<file path="src/rtl/acl_defs.svh">
// Offsets, field positions, reset values and timing counts of the command list block.
// Assumes byte-wide register port with byte addresses.
`ifndef ACL_DEFS_SVH
`define ACL_DEFS_SVH
// ----------------------------------------
// Register offsets
// ----------------------------------------
`define ACL_OFF_CTRL 8'h00
`define ACL_OFF_PRS 8'h01
`define ACL_OFF_STAT 8'h02
`define ACL_OFF_MASK 8'h03
`define ACL_OFF_SMPB 8'h16
`define ACL_OFF_RSVB 8'h17
`define ACL_OFF_CIDX 8'h1C
`define ACL_OFF_CBP0 8'h1D
`define ACL_OFF_CBP1 8'h1E
`define ACL_OFF_CBP2 8'h1F
`define ACL_OFF_RIDX 8'h20
// ----------------------------------------
// Fields and values
// ----------------------------------------
`define ACL_CTRL_EN 0
`define ACL_CTRL_SMOD 1
`define ACL_ST_CERR 0
`define ACL_ST_DONE 1
`define ACL_SMP_MAX 5'h14
`define ACL_SMP_BASE 6'h04
`define ACL_RST_BYTE 8'h00
`define ACL_RST_PRS 7'h00
`define ACL_RST_CBP 22'h000000
`define ACL_RST_IDX 6'h00
`endif

</file>
<file path="src/rtl/acl_pkg.sv">
// Types of the command list block.
// Assumes nothing beyond the compiler.
package acl_pkg;
  typedef enum logic [2:0] {ST_IDLE, ST_FETCH, ST_SAMPLE, ST_STORE, ST_HALT} acl_state_type;
endpackage

</file>
<file path="src/rtl/acl_top.sv">
// Command list control: sample-time byte, indices, base pointer, fetch and store engine.
// Assumes same-clock memory port and a single-cycle register port.
//
// Notes on behaviour
// - Reserved setting in loaded command sets error flag and halts conversions.
// - Sample-time byte always readable, writable only under special mode access.
// - Sample code bits 15:11 give code plus four clocks; above 20 reserved.
// - Conversion clock period comes from the seven-bit prescaler setting.
// - Read-only six-bit command index counts 32-bit commands within list.
// - Base pointer bits 23:2 writable only when disabled or special access.
// - Fetch address built from base pointer and active list.
// - Read-only six-bit result index counts 16-bit results within list.
// - Byte after sample-time byte has no function and reads zero.
//
// The plain strobed port was left to the implementer.
`include "acl_defs.svh"
module acl_top
  import acl_pkg::*;
(
  // Clock and reset
  input wire logic CLK_SYS,
  input wire logic RESET_N,
  // Register port
  input wire logic [7:0] ADDR,
  input wire logic [7:0] WDATA,
  input wire logic WR,
  input wire logic RD,
  output logic [7:0] RDATA,
  // Interrupt
  output logic IRQ,
  // List selection and result base
  input wire logic ACTIVE_LIST,
  input wire logic [6:0] LIST1_OFFSET,
  input wire logic [23:0] RES_BASE,
  // Command fetch
  output logic FETCH_REQ,
  output logic [23:0] FETCH_ADDR,
  input wire logic FETCH_VALID,
  input wire logic [31:0] FETCH_DATA,
  // Result store
  output logic STORE_REQ,
  output logic [23:0] STORE_ADDR
);

  function automatic logic hit(input logic [7:0] a, input logic [7:0] off);
    hit = (a == off);
  endfunction

  function automatic logic cmd_bad(input logic [31:0] c);
    cmd_bad = (c[15:11] > `ACL_SMP_MAX) || (c[10:0] != 11'h000);
  endfunction

  // ----------------------------------------
  // State
  // ----------------------------------------
  acl_state_type st_q, st_d;
  logic en_q, en_d, smod_q, smod_d;
  logic [6:0] prs_q, prs_d, pcnt_q, pcnt_d;
  logic [5:0] scnt_q, scnt_d;
  logic [7:0] smpb_q, smpb_d;
  logic [21:0] cbp_q, cbp_d;
  logic [5:0] cidx_q, cidx_d, ridx_q, ridx_d;
  logic [1:0] stat_q, stat_d, mask_q, mask_d;
  logic [7:0] rdata_q, rdata_d;
  logic [23:0] faddr_q, faddr_d, saddr_q, saddr_d;
  logic tick;
  logic [1:0] ev;

  assign tick = (pcnt_q == prs_q);

  always_comb begin
    st_d = st_q;
    en_d = en_q;
    smod_d = smod_q;
    prs_d = prs_q;
    pcnt_d = tick ? 7'h00 : pcnt_q + 7'h01;
    scnt_d = scnt_q;
    smpb_d = smpb_q;
    cbp_d = cbp_q;
    cidx_d = cidx_q;
    ridx_d = ridx_q;
    mask_d = mask_q;
    ev = 2'b00;
    rdata_d = 8'h00;
    // Fetch address follows index and list; a command is 32 bits wide
    faddr_d = {cbp_q, 2'b00}
      + {14'h0000, (ACTIVE_LIST ? {1'b0, LIST1_OFFSET} : 8'h00), 2'b00}
      + {16'h0000, cidx_q, 2'b00};
    saddr_d = RES_BASE + {17'h00000, ridx_q, 1'b0};
    // Software port
    if (WR) begin
      if (hit(ADDR, `ACL_OFF_CTRL)) begin
        en_d = WDATA[`ACL_CTRL_EN];
        smod_d = WDATA[`ACL_CTRL_SMOD];
      end
      if (hit(ADDR, `ACL_OFF_PRS)) begin
        prs_d = WDATA[6:0];
      end
      if (hit(ADDR, `ACL_OFF_MASK)) begin
        mask_d = WDATA[1:0];
      end
      if (hit(ADDR, `ACL_OFF_SMPB) && smod_q) begin
        smpb_d = WDATA;
      end
      // Low byte drops bits 1:0, since a command is always word aligned
      if (hit(ADDR, `ACL_OFF_CBP0) && (!en_q || smod_q)) begin
        cbp_d[5:0] = WDATA[7:2];
      end
      if (hit(ADDR, `ACL_OFF_CBP1) && (!en_q || smod_q)) begin
        cbp_d[13:6] = WDATA;
      end
      if (hit(ADDR, `ACL_OFF_CBP2) && (!en_q || smod_q)) begin
        cbp_d[21:14] = WDATA;
      end
    end
    if (RD) begin
      case (ADDR)
        `ACL_OFF_CTRL: rdata_d = {6'h00, smod_q, en_q};
        `ACL_OFF_PRS: rdata_d = {1'b0, prs_q};
        `ACL_OFF_STAT: rdata_d = {6'h00, stat_q};
        `ACL_OFF_MASK: rdata_d = {6'h00, mask_q};
        `ACL_OFF_SMPB: rdata_d = smpb_q;
        `ACL_OFF_RSVB: rdata_d = 8'h00;
        `ACL_OFF_CIDX: rdata_d = {2'b00, cidx_q};
        `ACL_OFF_CBP0: rdata_d = {cbp_q[5:0], 2'b00};
        `ACL_OFF_CBP1: rdata_d = cbp_q[13:6];
        `ACL_OFF_CBP2: rdata_d = cbp_q[21:14];
        `ACL_OFF_RIDX: rdata_d = {2'b00, ridx_q};
        default: rdata_d = 8'h00;
      endcase
    end
    // Engine
    case (st_q)
      ST_IDLE: begin
        cidx_d = `ACL_RST_IDX;
        ridx_d = `ACL_RST_IDX;
        if (en_q) begin
          st_d = ST_FETCH;
        end
      end
      ST_FETCH: begin
        if (FETCH_VALID) begin
          smpb_d = FETCH_DATA[15:8];
          scnt_d = 6'h00;
          if (cmd_bad(FETCH_DATA)) begin
            ev[`ACL_ST_CERR] = 1'b1;
            st_d = ST_HALT;
          end else begin
            st_d = ST_SAMPLE;
          end
        end
      end
      ST_SAMPLE: begin
        if (tick) begin
          // Sample lasts code plus four conversion clocks
          if (scnt_q == {1'b0, smpb_q[7:3]} + `ACL_SMP_BASE - 6'h01) begin
            st_d = ST_STORE;
          end else begin
            scnt_d = scnt_q + 6'h01;
          end
        end
      end
      ST_STORE: begin
        ev[`ACL_ST_DONE] = 1'b1;
        cidx_d = cidx_q + 6'h01;
        ridx_d = ridx_q + 6'h01;
        st_d = ST_FETCH;
      end
      ST_HALT: begin
        // Halt holds until software takes the enable away
      end
      default: st_d = ST_IDLE;
    endcase
    if (!en_q) begin
      st_d = ST_IDLE;
    end
    // Set beats a simultaneous write-one clear
    stat_d = stat_q;
    if (WR && hit(ADDR, `ACL_OFF_STAT)) begin
      stat_d = stat_q & ~WDATA[1:0];
    end
    stat_d = stat_d | ev;
  end

  always_ff @(posedge CLK_SYS) begin
    if (!RESET_N) begin
      st_q <= ST_IDLE;
      en_q <= 1'b0;
      smod_q <= 1'b0;
      prs_q <= `ACL_RST_PRS;
      pcnt_q <= 7'h00;
      scnt_q <= 6'h00;
      smpb_q <= `ACL_RST_BYTE;
      cbp_q <= `ACL_RST_CBP;
      cidx_q <= `ACL_RST_IDX;
      ridx_q <= `ACL_RST_IDX;
      stat_q <= 2'b00;
      mask_q <= 2'b00;
      rdata_q <= 8'h00;
      faddr_q <= 24'h000000;
      saddr_q <= 24'h000000;
    end else begin
      st_q <= st_d;
      en_q <= en_d;
      smod_q <= smod_d;
      prs_q <= prs_d;
      pcnt_q <= pcnt_d;
      scnt_q <= scnt_d;
      smpb_q <= smpb_d;
      cbp_q <= cbp_d;
      cidx_q <= cidx_d;
      ridx_q <= ridx_d;
      stat_q <= stat_d;
      mask_q <= mask_d;
      rdata_q <= rdata_d;
      faddr_q <= faddr_d;
      saddr_q <= saddr_d;
    end
  end

  // ----------------------------------------
  // Outputs
  // ----------------------------------------
  assign RDATA = rdata_q;
  assign IRQ = |(stat_q & mask_q);
  assign FETCH_REQ = (st_q == ST_FETCH);
  assign FETCH_ADDR = faddr_q;
  assign STORE_REQ = (st_q == ST_STORE);
  assign STORE_ADDR = saddr_q;

  // ----------------------------------------
  // Checks
  // ----------------------------------------
  property p_err_halt;
    @(posedge CLK_SYS) disable iff (!RESET_N)
      (FETCH_REQ && FETCH_VALID && cmd_bad(FETCH_DATA) && en_q)
      |=> (st_q == ST_HALT) && stat_q[`ACL_ST_CERR] ##1 !FETCH_REQ;
  endproperty
  a_err_halt: assert property (p_err_halt) else $error("bad command not halted");

  property p_smpb_lock;
    @(posedge CLK_SYS) disable iff (!RESET_N)
      (WR && ADDR == `ACL_OFF_SMPB && !smod_q && st_q != ST_FETCH) |=> $stable(smpb_q);
  endproperty
  a_smpb_lock: assert property (p_smpb_lock) else $error("sample byte written unlocked");

  property p_smp_len;
    @(posedge CLK_SYS) disable iff (!RESET_N)
      (st_q == ST_SAMPLE && tick && scnt_q < {1'b0, smpb_q[7:3]} + 6'h03 && en_q)
      |=> (st_q == ST_SAMPLE);
  endproperty
  a_smp_len: assert property (p_smp_len) else $error("sample ended early");

  property p_tick;
    @(posedge CLK_SYS) disable iff (!RESET_N)
      tick && prs_q == 7'h02 && $stable(prs_q) |=> !tick ##1 !tick;
  endproperty
  a_tick: assert property (p_tick) else $error("conversion clock period wrong");

  property p_fetch_addr;
    @(posedge CLK_SYS) disable iff (!RESET_N)
      FETCH_REQ && $stable(cidx_q) && $stable(cbp_q) && !ACTIVE_LIST && !$past(ACTIVE_LIST)
      |-> FETCH_ADDR == {cbp_q, 2'b00} + {16'h0000, cidx_q, 2'b00};
  endproperty
  a_fetch_addr: assert property (p_fetch_addr) else $error("fetch address wrong");

  property p_store;
    @(posedge CLK_SYS) disable iff (!RESET_N)
      STORE_REQ && en_q |=> ridx_q == $past(ridx_q) + 6'h01 && cidx_q == $past(cidx_q) + 6'h01;
  endproperty
  a_store: assert property (p_store) else $error("indices not advanced");

  property p_rsv;
    @(posedge CLK_SYS) disable iff (!RESET_N)
      RD && ADDR == `ACL_OFF_RSVB |=> RDATA == 8'h00;
  endproperty
  a_rsv: assert property (p_rsv) else $error("reserved byte not zero");

  property p_cbp_lock;
    @(posedge CLK_SYS) disable iff (!RESET_N)
      WR && en_q && !smod_q |=> $stable(cbp_q);
  endproperty
  a_cbp_lock: assert property (p_cbp_lock) else $error("pointer written while enabled");

  property p_cbp_map;
    @(posedge CLK_SYS) disable iff (!RESET_N)
      WR && ADDR == `ACL_OFF_CBP1 && (!en_q || smod_q) |=> cbp_q[13:6] == $past(WDATA);
  endproperty
  a_cbp_map: assert property (p_cbp_map) else $error("pointer byte misplaced");

  property p_cidx_rd;
    @(posedge CLK_SYS) disable iff (!RESET_N)
      RD && ADDR == `ACL_OFF_CIDX |=> RDATA == {2'b00, $past(cidx_q)};
  endproperty
  a_cidx_rd: assert property (p_cidx_rd) else $error("command index read wrong");

  property p_store_addr;
    @(posedge CLK_SYS) disable iff (!RESET_N)
      STORE_REQ && $stable(RES_BASE) |-> STORE_ADDR == RES_BASE + {17'h00000, ridx_q, 1'b0};
  endproperty
  a_store_addr: assert property (p_store_addr) else $error("store address wrong");

endmodule

</file>
<file path="config.mk">
export PLATFORM = sky130hd
export DESIGN_NAME = acl_top
export DESIGN_NICKNAME = d
export VERILOG_FILES = /design/src/rtl/acl_pkg.sv /design/src/rtl/acl_top.sv
export VERILOG_INCLUDE_DIRS = /design/src /design/src/rtl
export SDC_FILE = /design/constraint.sdc
export NUM_CORES = 1
export LEC_CHECK = 0
export BUFFER_PORTS_ARGS = -buffer_cell sky130_fd_sc_hd__buf_2
export CORE_ASPECT_RATIO = 0.6
export CORE_MARGIN = 5
export CORE_UTILIZATION = 56
export CTS_BUF_LIST = sky130_fd_sc_hd__clkbuf_8
export DETAILED_ROUTE_END_ITERATION = 10
export HOLD_SLACK_MARGIN = 0.03
export PLACE_DENSITY = 0.79
export SLEW_MARGIN = 40
export SYNTH_ARGS = -nofsm -noshare
export SYNTH_HDL_FRONTEND = slang
export SYNTH_SLANG_ARGS = --single-unit
</file>
<file path="constraint.sdc">
create_clock -name CLK_SYS -period 3 [get_ports CLK_SYS]
set_input_delay 0.3 -clock CLK_SYS [delete_from_list [all_inputs] [get_ports CLK_SYS]]
set_output_delay 0.3 -clock CLK_SYS [all_outputs]
set_load 0.01 [all_outputs]
</file>
* Word-level counts from Yosys, hierarchy flattened
Index checks and enable logic that the tools add are counted.
Widths: inputs -> output; s select.
** Word-level totals
- Register bits :: 127
- Input bits :: 85
- Output and inout bits :: 59
- Word-level logic and storage cells :: 100
** Cells by class
- $add $sub $neg :: 9
- Order comparisons :: 1
- Eq/ne operators :: 19
- Multiplexer cells :: 22
- Bitwise logic cells :: 6
- Reductions and logical operators :: 26
** Operators by type and width (count)
- $pmux 8 s10 :: 1
- $eq 8x5->1 const B :: 5
- $pmux 6 s2 :: 3
- $mux 8 :: 4
- $add 24x7->24 :: 1
- $add 24x8->24 :: 1
- $add 24x9->24 :: 1
- $add 6x1->6 const B :: 3
- $mux 6 :: 3
- $eq 8x2->1 const B :: 2
- $reduce_and 2->1 :: 8
- $mux 3 :: 4
- $pmux 3 s4 :: 1
- $reduce_bool 11->1 :: 1
- $eq 8x1->1 const B :: 1
- $eq 8x6->1 const B :: 1
- $logic_not 8->1 :: 1
- $reduce_and 4->1 :: 2
- $add 7x1->7 const B :: 1
- $eq 7x7->1 :: 1
- $mux 7 :: 1
- $add 5x3->6 const B :: 1
- $eq 3x2->1 const B :: 2
- $eq 6x6->1 :: 1
- other kinds (18) :: 33

* Depth between registers and ports, before layout
Gate-level depths: netlist of run 1.
- Word-level depth :: 6
- Gate-level depth with buffers :: 12
- Depth with buffers taken out :: 12

* Worst setup path before layout of run 1
No wires, ideal clock.
- Kind :: input-to-reg
- Start point :: input port LIST1_OFFSET[1]
- End point :: register faddr_q[23] (netlist: FETCH_ADDR[23])
- Setup time :: 0.072 ns
- Arrival :: 2.562 ns
- Data required time :: 2.928 ns
- Setup slack :: 0.367 ns
- Cell stages on the path :: 11
- Path buffers :: 0
- Path through :: and2_1 fa_1 ha_1 inv_1 fa_1 nor2b_1 o21a_1 o21ai_1 a21oi_1 and4_1 mux2i_1
** Between the ends
- Word-level cells in the longest chain between the ends :: 3
** RTL lines
- from (decl) :: line acl_top.sv:33 : input wire logic [6:0] LIST1_OFFSET,
- $mux 7 :: line acl_top.sv:87 : + {14'h0000, (ACTIVE_LIST ? {1'b0, LIST1_OFFSET} : 8'h00), 2'b00}
- $add 24x9->24 :: line acl_top.sv:87
- $add 24x8->24 :: line acl_top.sv:88 : + {16'h0000, cidx_q, 2'b00};
- to (signal assigned) :: line acl_top.sv:216 : faddr_q <= faddr_d;
- to (decl) :: line acl_top.sv:65 : logic [23:0] faddr_q, faddr_d, saddr_q, saddr_d;
Every way passes these cells.
A chain may end at the register's enable or synchronous reset.

* Worst setup path in the final report of run 1
- Start point :: register cidx_q[2]
- End point :: register faddr_q[22] (netlist: FETCH_ADDR[22])
** Between the ends
- Word-level cells in the longest chain between the ends :: 1
** RTL lines
- from (decl) :: line acl_top.sv:62 : logic [5:0] cidx_q, cidx_d, ridx_q, ridx_d;
- from (signal assigned) :: line acl_top.sv:195 : cidx_q <= `ACL_RST_IDX;
- from (signal assigned) :: line acl_top.sv:211 : cidx_q <= cidx_d;
- $add 24x8->24 :: line acl_top.sv:88
Every way passes these cells.

==> flow_summary.yaml, run 1 <==
timing:
  tightest_slew_ns: 0.8081
  whs_ns: 0.07153
  min_period_ns: 2.741
  hold_viol_final: 0
  fin_tns_setup_ns: 0
  fmax_ghz: 0.3648
  setup_viol: 0
  relSlewSlack: 0.4605
  final.period_utilization: 0.9138
  maxSlewViolCount: 0
  clock_skew_ns: 0.01327
  rsz0062_at_grt: "false"
floorplan:
  dieWidth_um: 149.2
  rows: 30
  core_area_um2: 11340
  start_util: 0.5743
  die_height_um: 93.52
  pin_count: 144
  die_area_um2: 13950
setup_path:
  slowest_delay_ns: 0.56
  crit_arrival_ns: 3.07
  timing.rr.start: "cidx_q[2]"
  cp.required_ns: 3.33
  cpLargestDelayFamily: "adder cells"
  regToRegEndpoint: "FETCH_ADDR[22]"
  cp_slowest_cell: "or4_1"
  cp_cell_sequence: "fa_1 -> ha_1 -> a21o_1 -> a21oi_1 -> o211a_1 -> or4_1 -> xnor2_1 -> and2_1"
  path_buf_inv: 0
  worstPathMaxFanout: 7
  start_kind: "register"
  reg2reg_depth: 8
  reg2reg_slack_ns: 0.26
  worstSetupPathType: "reg -> reg"
  critPathCaptureType: "register"
power:
  peakVddDrop_mv: 0.2914
  seqPwrFrac: 0.461
  p_int_mw: 2.816
  switching_share: 0.2292
  p_sw_mw: 0.8373
  power_mw: 3.654
  power.leakage_nw: 3.092
  power_frac_comb: 0.063
  powerDensity_nw_per_um2: 469.2
  p_clk_frac: 0.476
routing:
  firstDrtPassIters: 10
  via_per_inst: 5.793
  num_vias: 6007
  detail_route.wl_per_cell_um: 17.51
  wirelength_um: 18160
  drc_errors: 0
  drtAntennaViolNets: 0
  drt_iter0_drc: 438
yosys:
  synth-seq-cells: 125
  synth.distinct_cells: 61
  synth.avg_cell_area_um2: 8.833
  yosys_most_used_dff: "dfxtp_1"
  syn_area_um2: 6510
  ys_seq_area_frac: 0.3844
  synth_async_sr_flop_share: 0
  postSynthCellCount: 737
  yosys_warnings: 0
  synth_edf_count: 0
global_route:
  grt_pass1_vias: 5891
  grt_max_degree: 39
  grt_first_pass_wirelength_um: 29300
  grt.overflow.total: 0
  track_usage: 0.2620
  antenna_found_initial: 0
clocking:
  cts_sinks: 125
  clkLatencyLatePin_ns: 0.43
  cts-htree-levels: 4
  clockBufferDepth: 2
  holdBufCountCts: 0
  root_buffer: "clkbuf_8"
  cts_buffers: 17
  cts_tree: "built"
  clkTransAtPathRegs_ns: 0.08
placed_design:
  placedInstanceArea_um2: 7308
  post-dp-hpwl_um: 13630
  gp_routability_congestion: 0.9566
  portBuffers: 125
hold_path:
  worstHoldStart: "RES_BASE[0]"
  hold_path_end: "STORE_ADDR[0]"
  holdPathStages: 2
  hold_class: "in -> reg"
run:
  cap_violations: 0
finish:
  nets: 977
  final_util: 0.6870
  area_growth_pct: 19.62
  insertedDiodeCount: 0
  final_cell_area_um2: 7787
  drive_gt1_frac: 0.2269
outcome:
  status: "finished, final reports clean"
cell families after synthesis:
kind of cell    Yosys count  share of synthesized area
buf+inv                  61                    0.03767
flops                   125                     0.3844
mux                      50                    0.08899
xor+xnor                 51                    0.06861
other cells               1                  0.0005760
fa+ha+maj                27                    0.06112
simple gates            297                     0.2266
compound gates          125                     0.1320
Yosys cell counts, drive strengths merged (16+ instances only):
| master | n | share of area |
|---|---|---|
| xnor2 | 35 | 0.047 |
| mux2i | 41 | 0.063 |
| nand4 | 22 | 0.021 |
| inv | 28 | 0.016 |
| dfxtp | 125 | 0.38 |
| nor2 | 112 | 0.069 |
| o21ai | 23 | 0.018 |
| a21oi | 27 | 0.021 |
| nand3 | 33 | 0.025 |
| xor2 | 16 | 0.022 |
| ha | 19 | 0.037 |
| clkbuf | 27 | 0.016 |
| nand2 | 48 | 0.028 |
timing repair:
item	4_1_cts	5_1_grt
resized for setup	0	2
endpoints found under the setup margin	0	3
setup buffers	0	1
area by class of cell:
type,instances,area [µm²]
fillers,924,3548
multi-input cells,552,3774
well taps,160,200.2
clock inverters,11,188.9
clock buffers,20,275.3
inverters,29,108.9
flip-flops and latches,125,2502
repair buffers,140,738.2
flip-flops by register name (all words and copies together) (netlist names), 3 cells and up:
name	cells
smpb_q	8
prs_q	7
cbp_q	22
FETCH_ADDR	22
pcnt_q	7
RDATA	8
cidx_q	6
st_q	3
STORE_ADDR	24
ridx_q	6
scnt_q	6
through the flow:
stage | std cells | worst slack [ns]
2_1_floorplan | 738 | 0.3669
3_3_place_gp | 1005 | 0.01305
3_5_place_dp | 1005 | -0.07677
4_1_cts | 1036 | 0.05700
5_1_grt | 1037 | 0.08898
6_report | 1037 | 0.2585
cells in the final DEF (no fill, tap or decap), types with 6 or more instances in the layout:
| master | synthesis | layout |
|---|---|---|
| o21ai_0 | 21 | 21 |
| nor2_1 | 107 | 107 |
| a21o_1 | 8 | 8 |
| dfxtp_1 | 125 | 125 |
| xor2_1 | 16 | 16 |
| nand2_1 | 48 | 48 |
| a21oi_1 | 27 | 26 |
| and2_1 | 12 | 12 |
| mux4_2 | 6 | 6 |
| nor2b_1 | 9 | 9 |
| nand3_1 | 33 | 33 |
| nor4_1 | 12 | 12 |
| fa_1 | 8 | 8 |
| a211oi_1 | 12 | 12 |
| nand4_1 | 22 | 22 |
| xnor2_1 | 35 | 35 |
| mux2i_1 | 41 | 41 |
| nor3_1 | 10 | 10 |
| buf_2 | 1 | 125 |
| a22oi_1 | 11 | 11 |
| ha_1 | 19 | 19 |
| inv_1 | 28 | 28 |
| buf_4 | 4 | 15 |
| nand2b_1 | 6 | 6 |
| and3_1 | 11 | 11 |
| clkbuf_8 | 0 | 20 |
| o21a_1 | 8 | 8 |
how the worst max path moves through the flow:
stage / start / to / slack [ns] / cells after the start
final: cidx_q[2] / FETCH_ADDR[22] / 0.26 / 8
after global routing: cbp_q[1] / FETCH_ADDR[23] / 0.09 / 10
after CTS: cbp_q[1] / FETCH_ADDR[23] / 0.06 / 10
after detailed placement: ACTIVE_LIST / FETCH_ADDR[23] / -0.08 / 12
after global placement: ACTIVE_LIST / FETCH_ADDR[23] / 0.01 / 12
after floorplan: LIST1_OFFSET[1] / FETCH_ADDR[23] / 0.37 / 11
routing by layer:
layer | wire length [µm] | global-route usage
met2 | 7987 | 0.4054
met4 | 273 | 0.07540
met1 | 7972 | 0.3625
met5 | 0 | 0
met3 | 1925 | 0.06731
power by group through the flow:
stage / clock [mW] / combinational (mW) / sequential [mW]
2_1_floorplan: 0 / 0.0993 / 1.74
3_3_place_gp: 0 / 0.219 / 1.72
6_report: 1.74 / 0.229 / 1.69
4_1_cts: 1.75 / 0.227 / 1.69
3_5_place_dp: 0 / 0.226 / 1.72
5_1_grt: 1.83 / 0.250 / 1.69
(Power assumes the default switching activity.)
==> inputs of run 2 (changes only) <==
- BUFFER_PORTS_ARGS: -buffer_cell sky130_fd_sc_hd__buf_2 -> -buffer_cell sky130_fd_sc_hd__buf_4
==> flow_summary.yaml, run 2 (synthesized netlist as in run 1, its figures left out) <==
power:
  p_sw_mw: 0.7974
  power.leakage_nw: 3.127
  power_frac_comb: 0.077
  p_int_mw: 2.644
  powerDensity_nw_per_um2: 429.3
  peakVddDrop_mv: 0.2977
  p_clk_frac: 0.433
  seqPwrFrac: 0.490
  switching_share: 0.2317
outcome:
  status: "finished, final reports clean"
routing:
  firstDrtPassIters: 5
  drtAntennaViolNets: 0
  wirelength_um: 18010
  detail_route.wl_per_cell_um: 17.42
  drc_errors: 0
  drt_iter0_drc: 720
  via_per_inst: 5.823
  num_vias: 6021
finish:
  final_cells: 1034
  area_growth_pct: 23.12
  multi_input_area_um2: 3774
  num-fill-cells: 896
  final_common_cell: "buf_4"
  insertedDiodeCount: 0
  final_cell_mix: "139 x buf_4, 125 x dfxtp_1, 107 x nor2_1"
  drive_gt1_frac: 0.2220
  register_area_um2: 2502
  nets: 976
  largest_register_ffs: 24
hold_path:
  worstHoldStart: "RES_BASE[0]"
  hold_class: "in -> reg"
clocking:
  root_buffer: "clkbuf_8"
  cts_buffers: 17
  clockBufferDepth: 2
  clkTransAtPathRegs_ns: 0.07
  holdBufCountCts: 0
  cts-htree-levels: 4
  cts_tree: "built"
  cts_sinks: 125
  clkLatencyLatePin_ns: 0.42
floorplan:
  core_area_um2: 11340
  dieWidth_um: 149.2
  start_util: 0.5743
  pin_count: 144
  rows: 30
  die_height_um: 93.52
  die_area_um2: 13950
setup_path:
  crit_path_start: "cidx_q[1]"
  worstSetupPathType: "reg -> reg"
  cp.required_ns: 3.35
  start_kind: "register"
  worstPathMaxFanout: 7
  critPathCaptureType: "register"
  timing.rr.start: "cidx_q[1]"
  crit_arrival_ns: 3.10
placed_design:
  gp_routability_congestion: 0.9809
  post-dp-hpwl_um: 13440
  portBuffers: 125
  dp_cells: 1004
timing:
  tightest_slew_ns: 0.7815
  rsz0062_at_grt: "false"
  setup_viol: 0
  relSlewSlack: 0.4783
  fmax_ghz: 0.3628
  hold_viol_final: 0
  maxSlewViolCount: 0
  final.period_utilization: 0.9188
  fin_tns_setup_ns: 0
  clock_skew_ns: 0.01253
  min_period_ns: 2.756
global_route:
  gr-usage-met3: 0.06683
  grt.overflow.total: 0
  grt_first_pass_wirelength_um: 29080
  track_usage: 0.2597
  met1_usage: 0.3742
  grt_max_degree: 42
  grt_busiest_layer: "met2"
  grt_pass1_vias: 5791
  antenna_found_initial: 0
  grtUsageMet2: 0.3832
run:
  cap_violations: 0
run 2: metal layers:
metal  vias to the layer above  part of all wire  wire, µm
met2                       285              0.44      7859
met5                         -                 0         0
li1                       2872                 -         -
met4                         0            0.0093       167
met3                        19              0.10      1873
met1                      2845              0.45      8113
run 2: critical path, cell delays in order (launching register included):
cell	delay, ns
dfxtp_1	0.39
fa_1	0.53
ha_1	0.18
inv_1	0.06
fa_1	0.37
nor2b_1	0.18
o21a_1	0.17
o21ai_2	0.13
a21oi_2	0.25
and4_1	0.26
mux2i_1	0.18
run 2: final timing paths:
| check | slack [ns] | to | depth (start not counted) |
|---|---|---|---|
| max | 0.24 | FETCH_ADDR[23] | 10 |
| min | 0.09 | STORE_ADDR[0] | 2 |
| max reg2reg | 0.24 | FETCH_ADDR[23] | 10 |
| min reg2reg | 0.50 | FETCH_ADDR[23] | 2 |
run 2: layout make-up:
| type | instances | area share |
|---|---|---|
| timing repair buffer | 139 | 0.1302 |
| clock buffer | 19 | 0.03263 |
| inverter | 29 | 0.01358 |
| sequential | 125 | 0.3122 |
| tap | 160 | 0.02498 |
| multi-input combinational | 552 | 0.4708 |
| clock inverter | 10 | 0.01561 |
run 2: through the flow:
stage | util | worst slack [ns] | hold WS, ns | power (mW) | area (µm²)
after floorplan | - | 0.3669 | 0.4273 | 1.835 | 6514
after global placement | 0.6716 | 0.008600 | 0.4767 | 1.979 | 7614
after detailed placement | 0.6716 | -0.1488 | 0.4824 | 1.987 | 7614
after CTS | 0.7061 | 0.09847 | 0.06832 | 3.457 | 8004
after global routing | 0.7071 | 0.08137 | 0.08883 | 3.566 | 8015
final | 0.7071 | 0.2436 | 0.08555 | 3.441 | 8015
run 2: power by group through the flow:
stage	registers (mW)	logic [mW]	clock network, mW
finish	1.69	0.264	1.49
global placement	1.72	0.254	0
floorplan	1.74	0.0993	0
global route	1.69	0.286	1.59
detailed placement	1.73	0.261	0
CTS	1.69	0.262	1.51
run 2: repair_timing:
item,4_1_cts,5_1_grt
endpoints found under the hold margin,0,0
endpoints found under the setup margin,1,2
cloned,0,0
gates resized for setup,1,1
pin swaps,0,1
setup buffers,0,1
